--- src/urx_pkg.sv ---
// package: register map, field layout and reset values of the serial receive channel
package urx_pkg;

  // ****************************************************************
  // register byte offsets
  // ****************************************************************
  localparam logic [7:0] OFS_PRESCALER = 8'h00; // prescaler_select_reg
  localparam logic [7:0] OFS_MODE      = 8'h04; // channel_mode_reg
  localparam logic [7:0] OFS_DATA      = 8'h08; // serial_data_divider_reg
  localparam logic [7:0] OFS_STATUS    = 8'h0C; // channel_status_reg
  localparam logic [7:0] OFS_FLAGCLR   = 8'h10; // flag_clear_trigger_reg
  localparam logic [7:0] OFS_START     = 8'h14; // channel start register
  localparam logic [7:0] OFS_STOP      = 8'h18; // channel_stop_reg
  localparam logic [7:0] OFS_ENABLE    = 8'h1C; // channel_enable_status_reg
  localparam logic [7:0] OFS_SNOOZE    = 8'h20; // snooze control register

  // ****************************************************************
  // field positions
  // ****************************************************************
  localparam int PRS0_LSB      = 0;  // prescaler field 0, 4 bits
  localparam int PRS1_LSB      = 4;  // prescaler field 1, 4 bits
  localparam int MODE_PAR_LSB  = 0;  // parity mode, 2 bits
  localparam int MODE_LEN9_BIT = 4;  // 1: nine data bits, 0: eight
  localparam int MODE_EIE_BIT  = 8;  // error_irq_enable
  localparam int MODE_CKS_BIT  = 15; // clock_source_sel
  localparam int DIV_LSB       = 9;  // divider field, bits 15..9
  localparam int ST_OVR_BIT    = 0;  // overrun_error_flag
  localparam int ST_PAR_BIT    = 1;  // parity_error_flag
  localparam int ST_FRM_BIT    = 2;  // framing_error_flag
  localparam int ST_BFF_BIT    = 5;  // rx_buffer_full
  localparam int ST_BUSY_BIT   = 6;  // reception in progress
  localparam int SNZ_WAKE_BIT  = 0;  // snooze_wake_ctrl
  localparam int SNZ_SUPP_BIT  = 1;  // snooze_error_suppress

  // ****************************************************************
  // encodings and reset values
  // ****************************************************************
  localparam logic [1:0] PAR_NONE = 2'h0; // no parity bit
  localparam logic [1:0] PAR_ZERO = 2'h1; // parity bit, not checked
  localparam logic [1:0] PAR_EVEN = 2'h2;
  localparam logic [1:0] PAR_ODD  = 2'h3;

  localparam logic [7:0]  RST_PRESCALER = 8'h00;
  localparam logic [15:0] RST_MODE      = 16'h0000;
  localparam logic [6:0]  RST_DIVIDER   = 7'h7F;

  typedef enum logic [2:0] {
    URX_IDLE, URX_START, URX_DATA, URX_PARITY, URX_STOP
  } urx_state_e;

endpackage : urx_pkg

--- src/urx_top.sv ---
// module: APB-reached asynchronous serial receive channel with snooze error handling
// Behaviour
// bit time is 2*(divider+1) operation clock ticks.
// software never programs divider zero or one; legal range 2..127.
// select bit picks a 4-bit prescaler field c; op clock = clock / 2^c.
// snooze with error enable clear: no error irq, done irq still raised.
// snooze, error enable set, suppress clear: error irq on any error.
// snooze with suppress set: errors set no flag and no error irq.
// software stops channel before and after snooze, then clears wake bit.
// with suppression, software clears flags and reads data before setting wake.
// software reads snooze data while wake bit is still set.
// latch points follow divider after the start edge; stop bit ends frame.
// remote rate must stay within the receivable tolerance window.
// reading the data register clears buffer full.
// writing ones to flag clear register clears matching error flags.
// stop bit clears enable status and halts the channel.
// start bit sets enable status and enables the channel.
// software halts all channels before changing the system clock.
// armed snooze, device stopped: start edge begins reception unaided.
// bit counter restarts at each start edge; low stop sample is framing error.
module urx_top #(
  parameter int PRS_W   = 4,
  parameter int DIV_W   = 7,
  parameter int DEPTH   = 2
) (
  input  wire logic        pclk,
  input  wire logic        presetn,
  input  wire logic        psel,
  input  wire logic        penable,
  input  wire logic        pwrite,
  input  wire logic [7:0]  paddr,
  input  wire logic [31:0] pwdata,
  output logic             pready,
  output logic [31:0]      prdata,
  output logic             pslverr,
  input  wire logic        rx_pin,
  input  wire logic        device_stopped,
  output logic             rx_done_irq,
  output logic             rx_error_irq,
  output logic             snooze_wakeup
);
  import urx_pkg::*;

  localparam int PTR_W = $clog2(DEPTH);
  localparam int CNT_W = (1 << PRS_W) - 1;

  // ****************************************************************
  // elaboration checks
  // ****************************************************************
  if (PRS_W != 4 || DIV_W != 7 || DEPTH < 2 || (DEPTH & (DEPTH - 1)) != 0) begin : g_chk
    $error("urx_top: unsupported parameter values");
  end

  // ****************************************************************
  // registers
  // ****************************************************************
  logic [7:0]       prs_q;
  logic [15:0]      mode_q;
  logic [DIV_W-1:0] div_q;
  logic [8:0]       rdata_q;
  logic             bff_q, ovr_q, par_q, frm_q;
  logic             en_q, wake_q, supp_q;
  logic             pready_q, pslverr_q;
  logic [31:0]      prdata_q;
  logic             done_irq_q, err_irq_q, wakeup_q;

  // apb decode: one wait state, request takes effect when pready is high
  wire acc     = psel & penable;
  wire fire    = acc & pready_q;
  wire wr_fire = fire & pwrite;
  wire rd_fire = fire & ~pwrite;
  wire hit_prs = (paddr == OFS_PRESCALER);
  wire hit_mod = (paddr == OFS_MODE);
  wire hit_dat = (paddr == OFS_DATA);
  wire hit_sts = (paddr == OFS_STATUS);
  wire hit_clr = (paddr == OFS_FLAGCLR);
  wire hit_sta = (paddr == OFS_START);
  wire hit_stp = (paddr == OFS_STOP);
  wire hit_ena = (paddr == OFS_ENABLE);
  wire hit_snz = (paddr == OFS_SNOOZE);
  wire mapped  = hit_prs | hit_mod | hit_dat | hit_sts | hit_clr | hit_sta | hit_stp
               | hit_ena | hit_snz;

  logic        busy;
  logic [31:0] rd_mux;
  // read data selection
  always_comb begin
    rd_mux = 32'h0000_0000;
    if (hit_prs) begin
      rd_mux[7:0] = prs_q;
    end else if (hit_mod) begin
      rd_mux[15:0] = mode_q;
    end else if (hit_dat) begin
      rd_mux[15:0] = {div_q, rdata_q};
    end else if (hit_sts) begin
      rd_mux[ST_OVR_BIT]  = ovr_q;
      rd_mux[ST_PAR_BIT]  = par_q;
      rd_mux[ST_FRM_BIT]  = frm_q;
      rd_mux[ST_BFF_BIT]  = bff_q;
      rd_mux[ST_BUSY_BIT] = busy;
    end else if (hit_ena) begin
      rd_mux[0] = en_q;
    end else if (hit_snz) begin
      rd_mux[SNZ_WAKE_BIT] = wake_q;
      rd_mux[SNZ_SUPP_BIT] = supp_q;
    end
  end
  // apb handshake and answer
  always_ff @(posedge pclk or negedge presetn) begin
    if (!presetn) begin
      pready_q  <= 1'b0;
      prdata_q  <= 32'h0000_0000;
      pslverr_q <= 1'b0;
    end else begin
      pready_q  <= acc & ~pready_q;
      prdata_q  <= (acc & ~pready_q & ~pwrite) ? rd_mux : 32'h0000_0000;
      pslverr_q <= acc & ~pready_q & ~mapped;
    end
  end
  // configuration registers
  always_ff @(posedge pclk or negedge presetn) begin
    if (!presetn) begin
      prs_q  <= RST_PRESCALER;
      mode_q <= RST_MODE;
      div_q  <= RST_DIVIDER;
      wake_q <= 1'b0;
      supp_q <= 1'b0;
    end else if (wr_fire) begin
      if (hit_prs) prs_q <= pwdata[7:0];
      if (hit_mod) mode_q <= pwdata[15:0];
      if (hit_dat) div_q <= pwdata[DIV_LSB +: DIV_W];
      if (hit_snz) begin
        wake_q <= pwdata[SNZ_WAKE_BIT];
        supp_q <= pwdata[SNZ_SUPP_BIT];
      end
    end
  end
  // channel enable: stop wins over start when both written
  wire stop_wr  = wr_fire & hit_stp & pwdata[0];
  wire start_wr = wr_fire & hit_sta & pwdata[0];
  always_ff @(posedge pclk or negedge presetn) begin
    if (!presetn) begin
      en_q <= 1'b0;
    end else if (stop_wr) begin
      en_q <= 1'b0;
    end else if (start_wr) begin
      en_q <= 1'b1;
    end
  end

  // ****************************************************************
  // operation clock tick
  // ****************************************************************
  logic [CNT_W-1:0] pre_cnt_q;
  wire  [3:0]  prs_sel = mode_q[MODE_CKS_BIT] ? prs_q[PRS1_LSB +: 4]
                                              : prs_q[PRS0_LSB +: 4];
  wire  [CNT_W-1:0] pre_mask = CNT_W'((16'h0001 << prs_sel) - 16'h0001);
  wire  op_tick = &(pre_cnt_q | ~pre_mask); // one tick per 2^c clocks
  // free-running prescaler counter
  always_ff @(posedge pclk or negedge presetn) begin
    if (!presetn) begin
      pre_cnt_q <= '0;
    end else begin
      pre_cnt_q <= pre_cnt_q + 1'b1;
    end
  end

  // ****************************************************************
  // receive pin synchroniser and start edge
  // ****************************************************************
  logic rx_s1_q, rx_s2_q, rx_s3_q;
  always_ff @(posedge pclk or negedge presetn) begin
    if (!presetn) begin
      rx_s1_q <= 1'b1;
      rx_s2_q <= 1'b1;
      rx_s3_q <= 1'b1;
    end else begin
      rx_s1_q <= rx_pin;
      rx_s2_q <= rx_s1_q;
      rx_s3_q <= rx_s2_q;
    end
  end
  wire fall = rx_s3_q & ~rx_s2_q;

  // ****************************************************************
  // receiver state machine
  // ****************************************************************
  urx_state_e       st_q;
  logic [DIV_W:0]   tcnt_q;
  logic [3:0]       bit_q;
  logic [8:0]       shf_q;
  logic             pacc_q;
  logic             pbad_q;
  wire  [1:0]       pmode  = mode_q[MODE_PAR_LSB +: 2];
  wire  [3:0]       nbits  = mode_q[MODE_LEN9_BIT] ? 4'd9 : 4'd8;
  wire  [DIV_W:0]   half   = {1'b0, div_q};          // k ticks less one
  wire  [DIV_W:0]   full   = {div_q, 1'b1};          // 2k ticks less one
  wire  [DIV_W:0]   tgt    = (st_q == URX_START) ? half : full;
  wire              latch  = op_tick & (tcnt_q == tgt);
  wire              frame_end = latch & (st_q == URX_STOP);
  wire              odd_ok = ^{pacc_q, rx_s2_q};
  assign busy = (st_q != URX_IDLE);

  // bit timing, shifting and framing
  always_ff @(posedge pclk or negedge presetn) begin
    if (!presetn) begin
      st_q   <= URX_IDLE;
      tcnt_q <= '0;
      bit_q  <= 4'h0;
      shf_q  <= 9'h000;
      pacc_q <= 1'b0;
      pbad_q <= 1'b0;
    end else if (!en_q) begin
      st_q <= URX_IDLE; // halted channel drops the frame
    end else begin
      if (op_tick) tcnt_q <= latch ? '0 : tcnt_q + 1'b1;
      case (st_q)
        URX_IDLE: begin
          if (fall) begin // start edge, also from device stop in snooze
            st_q   <= URX_START;
            tcnt_q <= '0;
          end
        end
        URX_START: begin
          if (latch) begin
            st_q   <= rx_s2_q ? URX_IDLE : URX_DATA; // glitch is no start
            bit_q  <= 4'h0;
            pacc_q <= 1'b0;
            pbad_q <= 1'b0;
          end
        end
        URX_DATA: begin
          if (latch) begin // lsb first
            shf_q[bit_q] <= rx_s2_q;
            pacc_q       <= pacc_q ^ rx_s2_q;
            bit_q        <= bit_q + 4'h1;
            if (bit_q == nbits - 4'h1) st_q <= (pmode == PAR_NONE) ? URX_STOP : URX_PARITY;
          end
        end
        URX_PARITY: begin
          if (latch) begin
            pbad_q <= ((pmode == PAR_EVEN) & (pacc_q ^ rx_s2_q))
                    | ((pmode == PAR_ODD) & ~odd_ok);
            st_q   <= URX_STOP;
          end
        end
        URX_STOP: begin
          if (latch) st_q <= URX_IDLE;
        end
        default: st_q <= URX_IDLE;
      endcase
    end
  end

  // ****************************************************************
  // two-entry receive buffer
  // ****************************************************************
  logic [8:0]     mem_q [DEPTH];
  logic [PTR_W:0] wp_q, rp_q;
  wire  [8:0]     frame_word = mode_q[MODE_LEN9_BIT] ? shf_q : {1'b0, shf_q[7:0]};
  wire            f_full  = (wp_q[PTR_W] != rp_q[PTR_W]) && (wp_q[PTR_W-1:0] == rp_q[PTR_W-1:0]);
  wire            f_empty = (wp_q == rp_q);
  wire            in_ready  = ~f_full;
  wire            in_valid  = frame_end;
  wire            push      = in_valid & in_ready;
  wire            out_valid = ~f_empty;
  wire            out_ready = ~bff_q & ~(acc & hit_dat & ~pwrite); // no refill mid data read
  wire            pop       = out_valid & out_ready;
  // buffer storage and pointers
  always_ff @(posedge pclk or negedge presetn) begin
    if (!presetn) begin
      wp_q <= '0;
      rp_q <= '0;
      for (int i = 0; i < DEPTH; i++) mem_q[i] <= 9'h000;
    end else begin
      if (push) begin
        mem_q[wp_q[PTR_W-1:0]] <= frame_word;
        wp_q <= wp_q + 1'b1;
      end
      if (pop) rp_q <= rp_q + 1'b1;
    end
  end
  // data register and buffer full
  always_ff @(posedge pclk or negedge presetn) begin
    if (!presetn) begin
      rdata_q <= 9'h000;
      bff_q   <= 1'b0;
    end else if (pop) begin
      rdata_q <= mem_q[rp_q[PTR_W-1:0]];
      bff_q   <= 1'b1;
    end else if (rd_fire & hit_dat) begin
      bff_q <= 1'b0;
    end
  end

  // ****************************************************************
  // error flags and interrupt pulses
  // ****************************************************************
  wire ev_ovr  = in_valid & ~in_ready;
  wire ev_par  = frame_end & pbad_q;
  wire ev_frm  = frame_end & ~rx_s2_q; // low stop sample
  wire ev_any  = ev_ovr | ev_par | ev_frm;
  wire err_ok  = ~(wake_q & supp_q);
  wire clr_wr  = wr_fire & hit_clr;
  // sticky flags: a new error wins over a clear in the same cycle
  always_ff @(posedge pclk or negedge presetn) begin
    if (!presetn) begin
      ovr_q <= 1'b0;
      par_q <= 1'b0;
      frm_q <= 1'b0;
    end else begin
      ovr_q <= (ev_ovr & err_ok) | (ovr_q & ~(clr_wr & pwdata[ST_OVR_BIT]));
      par_q <= (ev_par & err_ok) | (par_q & ~(clr_wr & pwdata[ST_PAR_BIT]));
      frm_q <= (ev_frm & err_ok) | (frm_q & ~(clr_wr & pwdata[ST_FRM_BIT]));
    end
  end
  // one-cycle interrupt and wakeup pulses
  always_ff @(posedge pclk or negedge presetn) begin
    if (!presetn) begin
      done_irq_q <= 1'b0;
      err_irq_q  <= 1'b0;
      wakeup_q   <= 1'b0;
    end else begin
      done_irq_q <= push; // still raised with errors masked
      err_irq_q  <= ev_any & err_ok & mode_q[MODE_EIE_BIT];
      wakeup_q   <= wake_q & device_stopped & en_q & (st_q == URX_IDLE) & fall;
    end
  end
  assign pready        = pready_q;
  assign prdata        = prdata_q;
  assign pslverr       = pslverr_q;
  assign rx_done_irq   = done_irq_q;
  assign rx_error_irq  = err_irq_q;
  assign snooze_wakeup = wakeup_q;

endmodule : urx_top

--- config.mk ---
export PLATFORM = sky130hd
export DESIGN_NAME = urx_top
export DESIGN_NICKNAME = d
export VERILOG_FILES = /design/src/urx_pkg.sv /design/src/urx_top.sv
export SDC_FILE = /design/constraint.sdc
export NUM_CORES = 1
export LEC_CHECK = 0
export BUFFER_PORTS_ARGS = -buffer_cell sky130_fd_sc_hd__buf_2
export CAP_MARGIN = 5
export CORE_MARGIN = 2
export CORE_UTILIZATION = 47
export DETAILED_ROUTE_END_ITERATION = 10
export GPL_TIMING_DRIVEN = 1
export PLACE_DENSITY = 0.75
export SLEW_MARGIN = 20
export SYNTH_ARGS = -nofsm -noshare
export SYNTH_HDL_FRONTEND = slang
export SYNTH_SLANG_ARGS = --single-unit
--- constraint.sdc ---
create_clock -name pclk -period 10.38 [get_ports pclk]
set_input_delay 1.557 -clock pclk [delete_from_list [all_inputs] [get_ports pclk]]
set_output_delay 1.557 -clock pclk [all_outputs]
set_load 0.02 [all_outputs]
==> results.toml, run 1 <==
[placed_design]
place.gp.congestion = 0.9065
port_buffers = 51
hpwl_um = 11030
placed_area_mm2 = 0.007425
dp_cells = 891

[die]
dieWidth_um = 127.4
core_mm2 = 0.01503
die_h_um = 127.4
start_util = 0.4763
num_rows = 45
die_area_mm2 = 0.01624
ios = 84

[logic_synthesis]
synth_mux_area_frac = 0.1324
synth-compound-area-share = 0.1186
yosysUniqueCellTypes = 74
synth_warnings = 0
synth_edf_count = 0
synthMostInstantiatedCell = "dfrtp_1"
synth_simple_gate_area_share = 0.1831
async_reset_ff_frac = 1.000
ys_seq_area_frac = 0.4700
synth_xor_xnor_area_share = 0.02936
syn_area_mm2 = 0.007161
synthCells = 688
synth_adder_area_share = 0.01223
synth.area.top_cells = "dfrtp_1, mux2_2, dfstp_2"
ys_seq_elements = 134
synth_top_family_by_area = "simple AND/OR/NAND/NOR gates"
yosysTopAreaCell = "dfrtp_1"
ys.flop_type = "dfrtp_1"
ys_top_cells_by_count = "dfrtp_1, nor2_1, mux2_2"
synth_top_area_frac = 0.4333
syn_avg_cell_area_um2 = 10.41

[global_route]
grt_max_degree = 77
grt_pass1_wl_um = 25620
grt_pass1_vias = 5048
grt_antenna_before_repair = 0
grt_usage = 0.2011
overflow = 0

[layout]
instances_no_fill = 923
num_antenna_cells = 0
drive_gt1_frac = 0.2340
postLayoutCoreUtil = 0.5348
seqCellArea_mm2 = 0.003366
nNetsFinal = 776
fill_cells = 1313
multi_input_area_mm2 = 0.003472
area_growth_pct = 12.28
fin_area_mm2 = 0.008040

[cts]
clockRootBuffer = "clkbuf_16"
cts.path.max_buffers = 2
htree_levels = 4
clk_latency_ps = 420
ctsResizeCount = 0
numCtsBuffers = 17
cts_setup_buffers = 0
cts_tree = "yes"
path_clk_slew_ps = 60
numClockSinks = 134
ctsHoldBuffers = 0

[sta]
setup-tns-final_ps = 0
fin_worst_skew_ps = 10.19
rsz0062_at_grt = "false"
setup_viol = 0
tightest_slew_ps = 1054
final_max_slew_viol_count = 0
post-route-min-period_ps = 5343
post-route-period-util = 0.5147
finalHoldWorstSlack_ps = 356.1
relSlewSlack = 0.2974
finalHoldViolCount = 0
clock.fmax_ghz = 0.1872

[drt]
vias = 5386
postRouteWirelength_um = 15940
avgViaCountPerCell = 5.835
drtIter0Drc = 404
postRouteAntennaNets = 0
wl_met2_um = 7654
wl_met3_um = 719
wl_per_cell_um = 17.27
drc = 0
highest_layer = "met4"
dr.pass1.iters = 5
met1_length_um = 7168

[setup_path]
critPathMostFrequentCell = "nand2b_1"
crit_required_ps = 10690
critPathCaptureType = "flop"
arrival_ps = 5650
critPathLaunch = "mode_q[15]"
path_class = "flop to flop"
worstSetupStartpointType = "flop"
cpPeakStageDelay_ps = 1040
cp_cell_sequence = "nand2b_1 > o31ai_1 > nand2_1 > ha_1 > nand2b_1 > a211oi_1 > nor4_1 > and4_4 > nand4_2 > or4b_1 > mux2_2"
slowest_stage = "dfrtp_1"
critPathTopFamily = "simple AND/OR/NAND/NOR gates"
r2r-start = "mode_q[15]"
worstPathMaxFanout = 32
worst-path-buf-inv = 0

[min_path]
hold_class = "flop to flop"
hold_start = "rx_s1_q"

[power_and_ir_drop]
peakVddDrop_mv = 0.1224
cellPowerDensity_mw_per_mm2 = 180.1
p_leak_nw = 3.608

[run_status]
status = "completed"

[flow_run]
drv_cap = 0
==> per-layer routing <==
layer,vias up,GRT usage
met4,0,0.08339
met1,2646,0.2639
li1,2567,-
met5,-,0
met2,148,0.3205
met3,25,0.04941
==> cells in the final DEF, fill, tap and decap left out, types with 10 or more instances in the layout <==
master     netlist  layout
inv_1           19      19
dfrtp_1        124     124
o21ai_0         30      30
clkbuf_16        0      17
nand2b_1        11      11
xnor2_1         18      18
nor2_1          55      55
nor3_1          16      16
a21oi_1         12      12
conb_1           1      16
buf_2            7      50
mux2_2          53      53
dfstp_2         10      10
nand3_1         22      22
nand2_1         52      52
mux2i_1         18      18
nand4_1         21      21
==> through the flow <==
step	setup WS (ps)	total power (W)
after detailed placement	5211	0.0008290
after CTS	5202	0.001458
after floorplan	6301	0.0007764
after global routing	4782	0.001514
after global placement	5262	0.0008260
final	5037	0.001448
==> final cells by class <==
| type | instances | share of cell area |
|---|---|---|
| repair buffers | 53 | 0.03439 |
| multi-input cells | 496 | 0.4318 |
| flip-flops and latches | 134 | 0.4186 |
| clock inverters | 14 | 0.02194 |
| clock buffers | 18 | 0.05462 |
| inverters | 20 | 0.009337 |
| well taps | 188 | 0.02926 |
==> worst paths after layout <==
| path | endpoint | slack (ps) | cells past startpoint |
|---|---|---|---|
| worst max-delay path | mem_q[4] | 5040 | 11 |
| worst min-delay path | rx_s2_q | 360 | 0 |
| worst max register to register | mem_q[4] | 5040 | 11 |
| worst min register to register | rx_s2_q | 360 | 0 |
| max in group asynchronous | shf_q[0] | 8060 | 2 |
| min in group asynchronous | pre_cnt_q[13] | 1150 | 1 |
==> sequential cells by signal, summed over array words and instances (netlist names), 8 cells and up <==
name	cells
mem_q	18
mode_q	16
prdata	16
pre_cnt_q	15
rdata_q	9
shf_q	9
prs_q	8
tcnt_q	8
==> cells by family after synthesis <==
family | Yosys count
other cells | 1
simple gates | 246
fa+ha+maj | 7
flops | 134
mux | 82
xor+xnor | 24
buf+inv | 73
compound gates | 121
==> power breakdown <==
| part | internal, W | switching (W) |
|---|---|---|
| combinational | 0.0000870 | 0.000140 |
| sequential | 0.000551 | 0.0000458 |
| clock | 0.000372 | 0.000252 |
==> worst register-to-register path, stage by stage, from the launching register on <==
cell	delay [ps]
dfrtp_1	1040
nand2b_1	230
o31ai_1	590
nand2_1	120
ha_1	400
nand2b_1	180
a211oi_1	60
nor4_1	490
and4_4	360
nand4_2	450
or4b_1	930
mux2_2	380
Note: power is estimated with default switching activity, not from simulation.
==> run 2, diff against run 1 <==
PLACE_DENSITY = 0.77   (was 0.75)
clock period = 4.6 ns   (was 10.38 ns; I/O delays follow)
==> run 2 against run 1 <==
Compared with the run above: global-route usage up 2.0 points; clock skew down 1.2 ps; clock-buffer cell count up 5; sequential cell count unchanged; highest routed layer unchanged; first-iteration DRC count up 24%; hold slack worse by 8.1 ps.
==> results.toml, run 2 (synthesis gave the netlist of run 1 again) <==
[run_status]
status = "completed"

[layout]
final_common_cell = "dfrtp_1"
drive_gt1_frac = 0.2437
mostFrequentLayoutCells = "dfrtp_1, nor2_1, mux2_2"
postLayoutCoreUtil = 0.5392
area_growth_pct = 13.19
nNetsFinal = 792
num_antenna_cells = 0
largest_reg_flops = 18
top_register = "mem_q"
fill_cells = 1320

[global_route]
grt_max_degree = 99
grt_pass1_vias = 5343
grt_pass1_wl_um = 28150
overflow = 0
grt_antenna_before_repair = 0
grt_usage = 0.2206

[sta]
setup_viol = 0
clock.fmax_ghz = 0.2364
post-route-period-util = 0.9197
finalHoldViolCount = 0
relSlewSlack = 0.3994
post-route-min-period_ps = 4230
fin_worst_skew_ps = 9.029
setup-tns-final_ps = 0
finalHoldWorstSlack_ps = 348.0
final_max_slew_viol_count = 0
tightest_slew_ps = 900.9
rsz0062_at_grt = "false"

[cts]
numCtsBuffers = 17
ctsHoldBuffers = 0
cts_setup_buffers = 0
ctsResizeCount = 0
htree_levels = 4
path_clk_slew_ps = 60
cts_tree = "yes"
cts.path.max_buffers = 2
clk_latency_ps = 430
clockRootBuffer = "clkbuf_16"
numClockSinks = 134

[die]
die_h_um = 127.4
num_rows = 45
core_mm2 = 0.01503
die_area_mm2 = 0.01624
dieWidth_um = 127.4
ios = 84
start_util = 0.4763

[setup_path]
arrival_ps = 4540
cp_cell_sequence = "or3b_1 > a211o_1 > ha_1 > nand2b_1 > a211oi_1 > nor4_1 > and4_4 > nand4_2 > or4b_1 > mux2_2"
r2r-start = "mode_q[15]"
critPathLaunch = "mode_q[15]"
cpPeakStageDelay_ps = 800
slowest_stage = "or4b_1"
path_class = "flop to flop"
worstPathMaxFanout = 14
crit_required_ps = 4900
worstSetupStartpointType = "flop"
critPathCaptureType = "flop"

[power_and_ir_drop]
p_leak_nw = 3.656
peakVddDrop_mv = 0.3094
power.total_w = 0.003195
cellPowerDensity_mw_per_mm2 = 394.2

[placed_design]
port_buffers = 51
hpwl_um = 11640
place.gp.congestion = 0.9062

[drt]
vias = 5560
postRouteAntennaNets = 0
drtIter0Drc = 501
postRouteWirelength_um = 17070
drc = 0
avgViaCountPerCell = 5.921
wl_per_cell_um = 18.18
dr.pass1.iters = 9

[flow_run]
drv_cap = 0

[min_path]
hold_class = "input port to async pin"
run 2: stage by stage:
stage / worst slack, ps / instances / cell area (µm²)
after floorplan: 943.8 / 703 / 7217
after global placement: 464.9 / 907 / 7545
after detailed placement: 458.8 / 907 / 7545
after CTS: 417.0 / 939 / 8105
after global routing: 132.5 / 939 / 8105
final: 369.5 / 939 / 8105
run 2: where the power goes:
group          leakage (nW)  internal (W)  switching, W
sequential             1.78       0.00124      0.000107
clock                 0.267      0.000807      0.000503
combinational          1.61      0.000212      0.000322
total                  3.66       0.00226      0.000932
run 2: per-layer routing:
layer,global-route usage,part of all wire,wire length [µm]
met5,0,0,0
met4,0.08403,0.020,340
met3,0.04858,0.053,908
met2,0.3592,0.48,8248
met1,0.2893,0.44,7575
run 2: final timing paths:
check	slack, ps	cells past startpoint	end
setup / recovery	370	10	mem_q[3]
hold / removal	350	1	pre_cnt_q[12]
setup reg to reg	370	10	mem_q[3]
hold reg to reg	350	0	rx_s2_q
max in group asynchronous	3180	2	prs_q[4]
min in group pclk	350	0	rx_s2_q
run 2: final cells by class:
class / instances / area, µm² / share of cell area
Tap cell: 188 / 235.2 / 0.02902
Sequential cell: 134 / 3366 / 0.4153
Clock inverter: 9 / 102.6 / 0.01266
Inverter: 20 / 75.07 / 0.009262
Timing Repair Buffer: 69 / 396.6 / 0.04893
Multi-Input combinational cell: 496 / 3472 / 0.4284
Clock buffer: 23 / 457.9 / 0.05650
run 2: critical path: cells and delay by family, from the launching register on:
kind	cells	cell delay, ps
and+or+nand+nor	6	2430
DFF	1	650
AOI/OAI and AO/OA	2	360
muxes	1	370
adders and majority gates	1	290
==> run 3, diff against run 2 <==
ABC_AREA = 1   (was unset)
==> run 3 against run 2 <==
Compared with the run above: sequential power down 11%; register-to-register slack better by 820 ps; die area up 1.4%; critical endpoint is now wp_q[1]; power down 14%; critical path depth up 5; hold slack better by 8.0 ps; cell area up 1.4%; non-clock buffer count down 15; global-route usage down 0.60 points.
==> results.toml, run 3 <==
[logic_synthesis]
ys_seq_area_frac = 0.4632
synthCells = 903
synth_simple_gate_area_share = 0.3204
synth_edf_count = 0
yosysTopAreaCell = "dfrtp_1"
async_reset_ff_frac = 1.000
ys_seq_elements = 134
synth_xor_xnor_area_share = 0.02531
synth.area.top_cells = "dfrtp_1, nand2_1, inv_1"
synth_adder_area_share = 0.01205
syn_avg_cell_area_um2 = 8.048
synth-compound-area-share = 0.07731
synth_top_area_frac = 0.4270
synth_mux_area_frac = 0.01395
synth_warnings = 0
synth_top_family_by_area = "simple AND/OR/NAND/NOR gates"
syn_area_mm2 = 0.007267
ys.flop_type = "dfrtp_1"
yosysUniqueCellTypes = 48
ys_top_cells_by_count = "nand2_1, dfrtp_1, inv_1"
synthMostInstantiatedCell = "nand2_1"

[layout]
drive_gt1_frac = 0.1515
num_antenna_cells = 0
instances_no_fill = 1152
mostFrequentLayoutCells = "nand2_1, dfrtp_1, inv_1"
final_common_cell = "nand2_1"
largest_reg_flops = 18
area_growth_pct = 13.09
top_register = "mem_q"
nNetsFinal = 1005

[drt]
drc = 0
postRouteWirelength_um = 16340
avgViaCountPerCell = 5.242
dr.pass1.iters = 5
wl_per_cell_um = 14.19
vias = 6039
drtIter0Drc = 473
postRouteAntennaNets = 0

[sta]
tightest_slew_ps = 1055
fin_worst_skew_ps = 9.199
rsz0062_at_grt = "false"
setup-tns-final_ps = 0
final_max_slew_viol_count = 0
clock.fmax_ghz = 0.2930
relSlewSlack = 0.2932
post-route-period-util = 0.7419
finalHoldViolCount = 0
finalHoldWorstSlack_ps = 356.0
post-route-min-period_ps = 3413
setup_viol = 0

[power_and_ir_drop]
power.total_w = 0.002745
cellPowerDensity_mw_per_mm2 = 334.0
p_leak_nw = 4.116
peakVddDrop_mv = 0.2859

[cts]
cts_tree = "yes"
path_clk_slew_ps = 60
clk_latency_ps = 430
numClockSinks = 134
clockRootBuffer = "clkbuf_16"
cts.path.max_buffers = 2
htree_levels = 4
ctsHoldBuffers = 0
numCtsBuffers = 17
ctsResizeCount = 0
cts_setup_buffers = 0

[global_route]
grt_util_met1 = 0.2936
grt_antenna_before_repair = 0
met2_usage = 0.3385
grt_pass1_vias = 5694
grt_pass1_wl_um = 27730
grt.busiest_layer = "met2"
overflow = 0
grt_max_degree = 111
grt_util_met3 = 0.05239
grt_usage = 0.2146

[die]
core_mm2 = 0.01515
die_area_mm2 = 0.01647
dieWidth_um = 128.3
start_util = 0.4798
die_h_um = 128.3
ios = 84
num_rows = 45

[setup_path]
worstSetupStartpointType = "flop"
reg2reg_depth = 15
r2r-start = "mode_q[15]"
r2r_slack_ps = 1190
reg2reg_to = "wp_q[1]"
critPathCaptureType = "flop"
path_class = "flop to flop"
worstPathMaxFanout = 23
arrival_ps = 3720
crit_required_ps = 4910

[run_status]
status = "completed"

[min_path]
hold_depth = 0
hold_end = "rx_s2_q"
hold_class = "flop to flop"
hold_start = "rx_s1_q"

[placed_design]
place.gp.congestion = 0.9073
dp_cells = 1120
port_buffers = 51
hpwl_um = 11590

[flow_run]
drv_cap = 0
run 3: cell types whose count changed after synthesis, sizes merged, moves of 10 or more:
cell    change
a21oi      +12
nand2b     -11
xor2       +12
buf        -10
nand4      +28
mux2       -61
xnor2      -15
inv        +82
nand3      +37
nand2     +241
o21ai      +29
mux2i      -11
run 3: cell families (layout without fill, tap and decap cells):
family,Yosys count,count (layout)
other,1,16
DFF,134,134
AOI/OAI and AO/OA,103,103
muxes,10,10
buffers and inverters,144,190
xor gates and xnor gates,21,21
adders and majority gates,7,7
and+or+nand+nor,483,483
run 3: final cells by class:
type                            instances  area, µm²
Clock buffer                           22      464.2
Clock inverter                         10      152.6
Fill cell                            1385       6928
Inverter                              104      390.4
Multi-Input combinational cell        640       3323
Sequential cell                       134       3366
Tap cell                              188      235.2
Timing Repair Buffer                   54      286.5
run 3: how the worst max path moves through the flow:
| stage | depth (start not counted) | endpoint | start |
|---|---|---|---|
| after CTS | 18 | wp_q[0] | mode_q[15] |
| after floorplan | 19 | shf_q[0] | mode_q[15] |
| after global placement | 18 | wp_q[1] | mode_q[15] |
| after detailed placement | 18 | wp_q[0] | mode_q[15] |
| final | 15 | wp_q[1] | mode_q[15] |
| after global routing | 18 | wp_q[1] | mode_q[15] |
run 3: per-stage QoR:
step                      area (µm²)    util  worst slack [ps]
after floorplan                 7323       -              2144
after global routing            8218  0.5426             858.5
after detailed placement        7599  0.5017              1208
final                           8218  0.5426              1187
after global placement          7599  0.5017              1275
after CTS                       8215  0.5424              1174
run 3: metal layers:
layer | vias to the layer above | share of wire
li1 | 3001 | -
met1 | 2872 | 0.47
met2 | 142 | 0.47
met3 | 24 | 0.044
met4 | 0 | 0.017
met5 | - | 0
run 3: where the power goes:
part	internal [W]	switching, W
Sequential	0.00119	0.0000112
Clock	0.000930	0.000494
Combinational	0.0000325	0.0000901
Total	0.00215	0.000595
run 3: critical path: stages (launching register included):
cell	delay (ps)
dfrtp_1	680
inv_2	190
nand2_1	100
nand2_1	120
nor2_4	150
nand2_2	80
ha_1	300
or2_1	260
nand3_1	140
nand2_1	120
nor2_4	160
nand4_4	190
nor2_4	430
nand2_1	210
nand2_1	100
o21ai_1	60
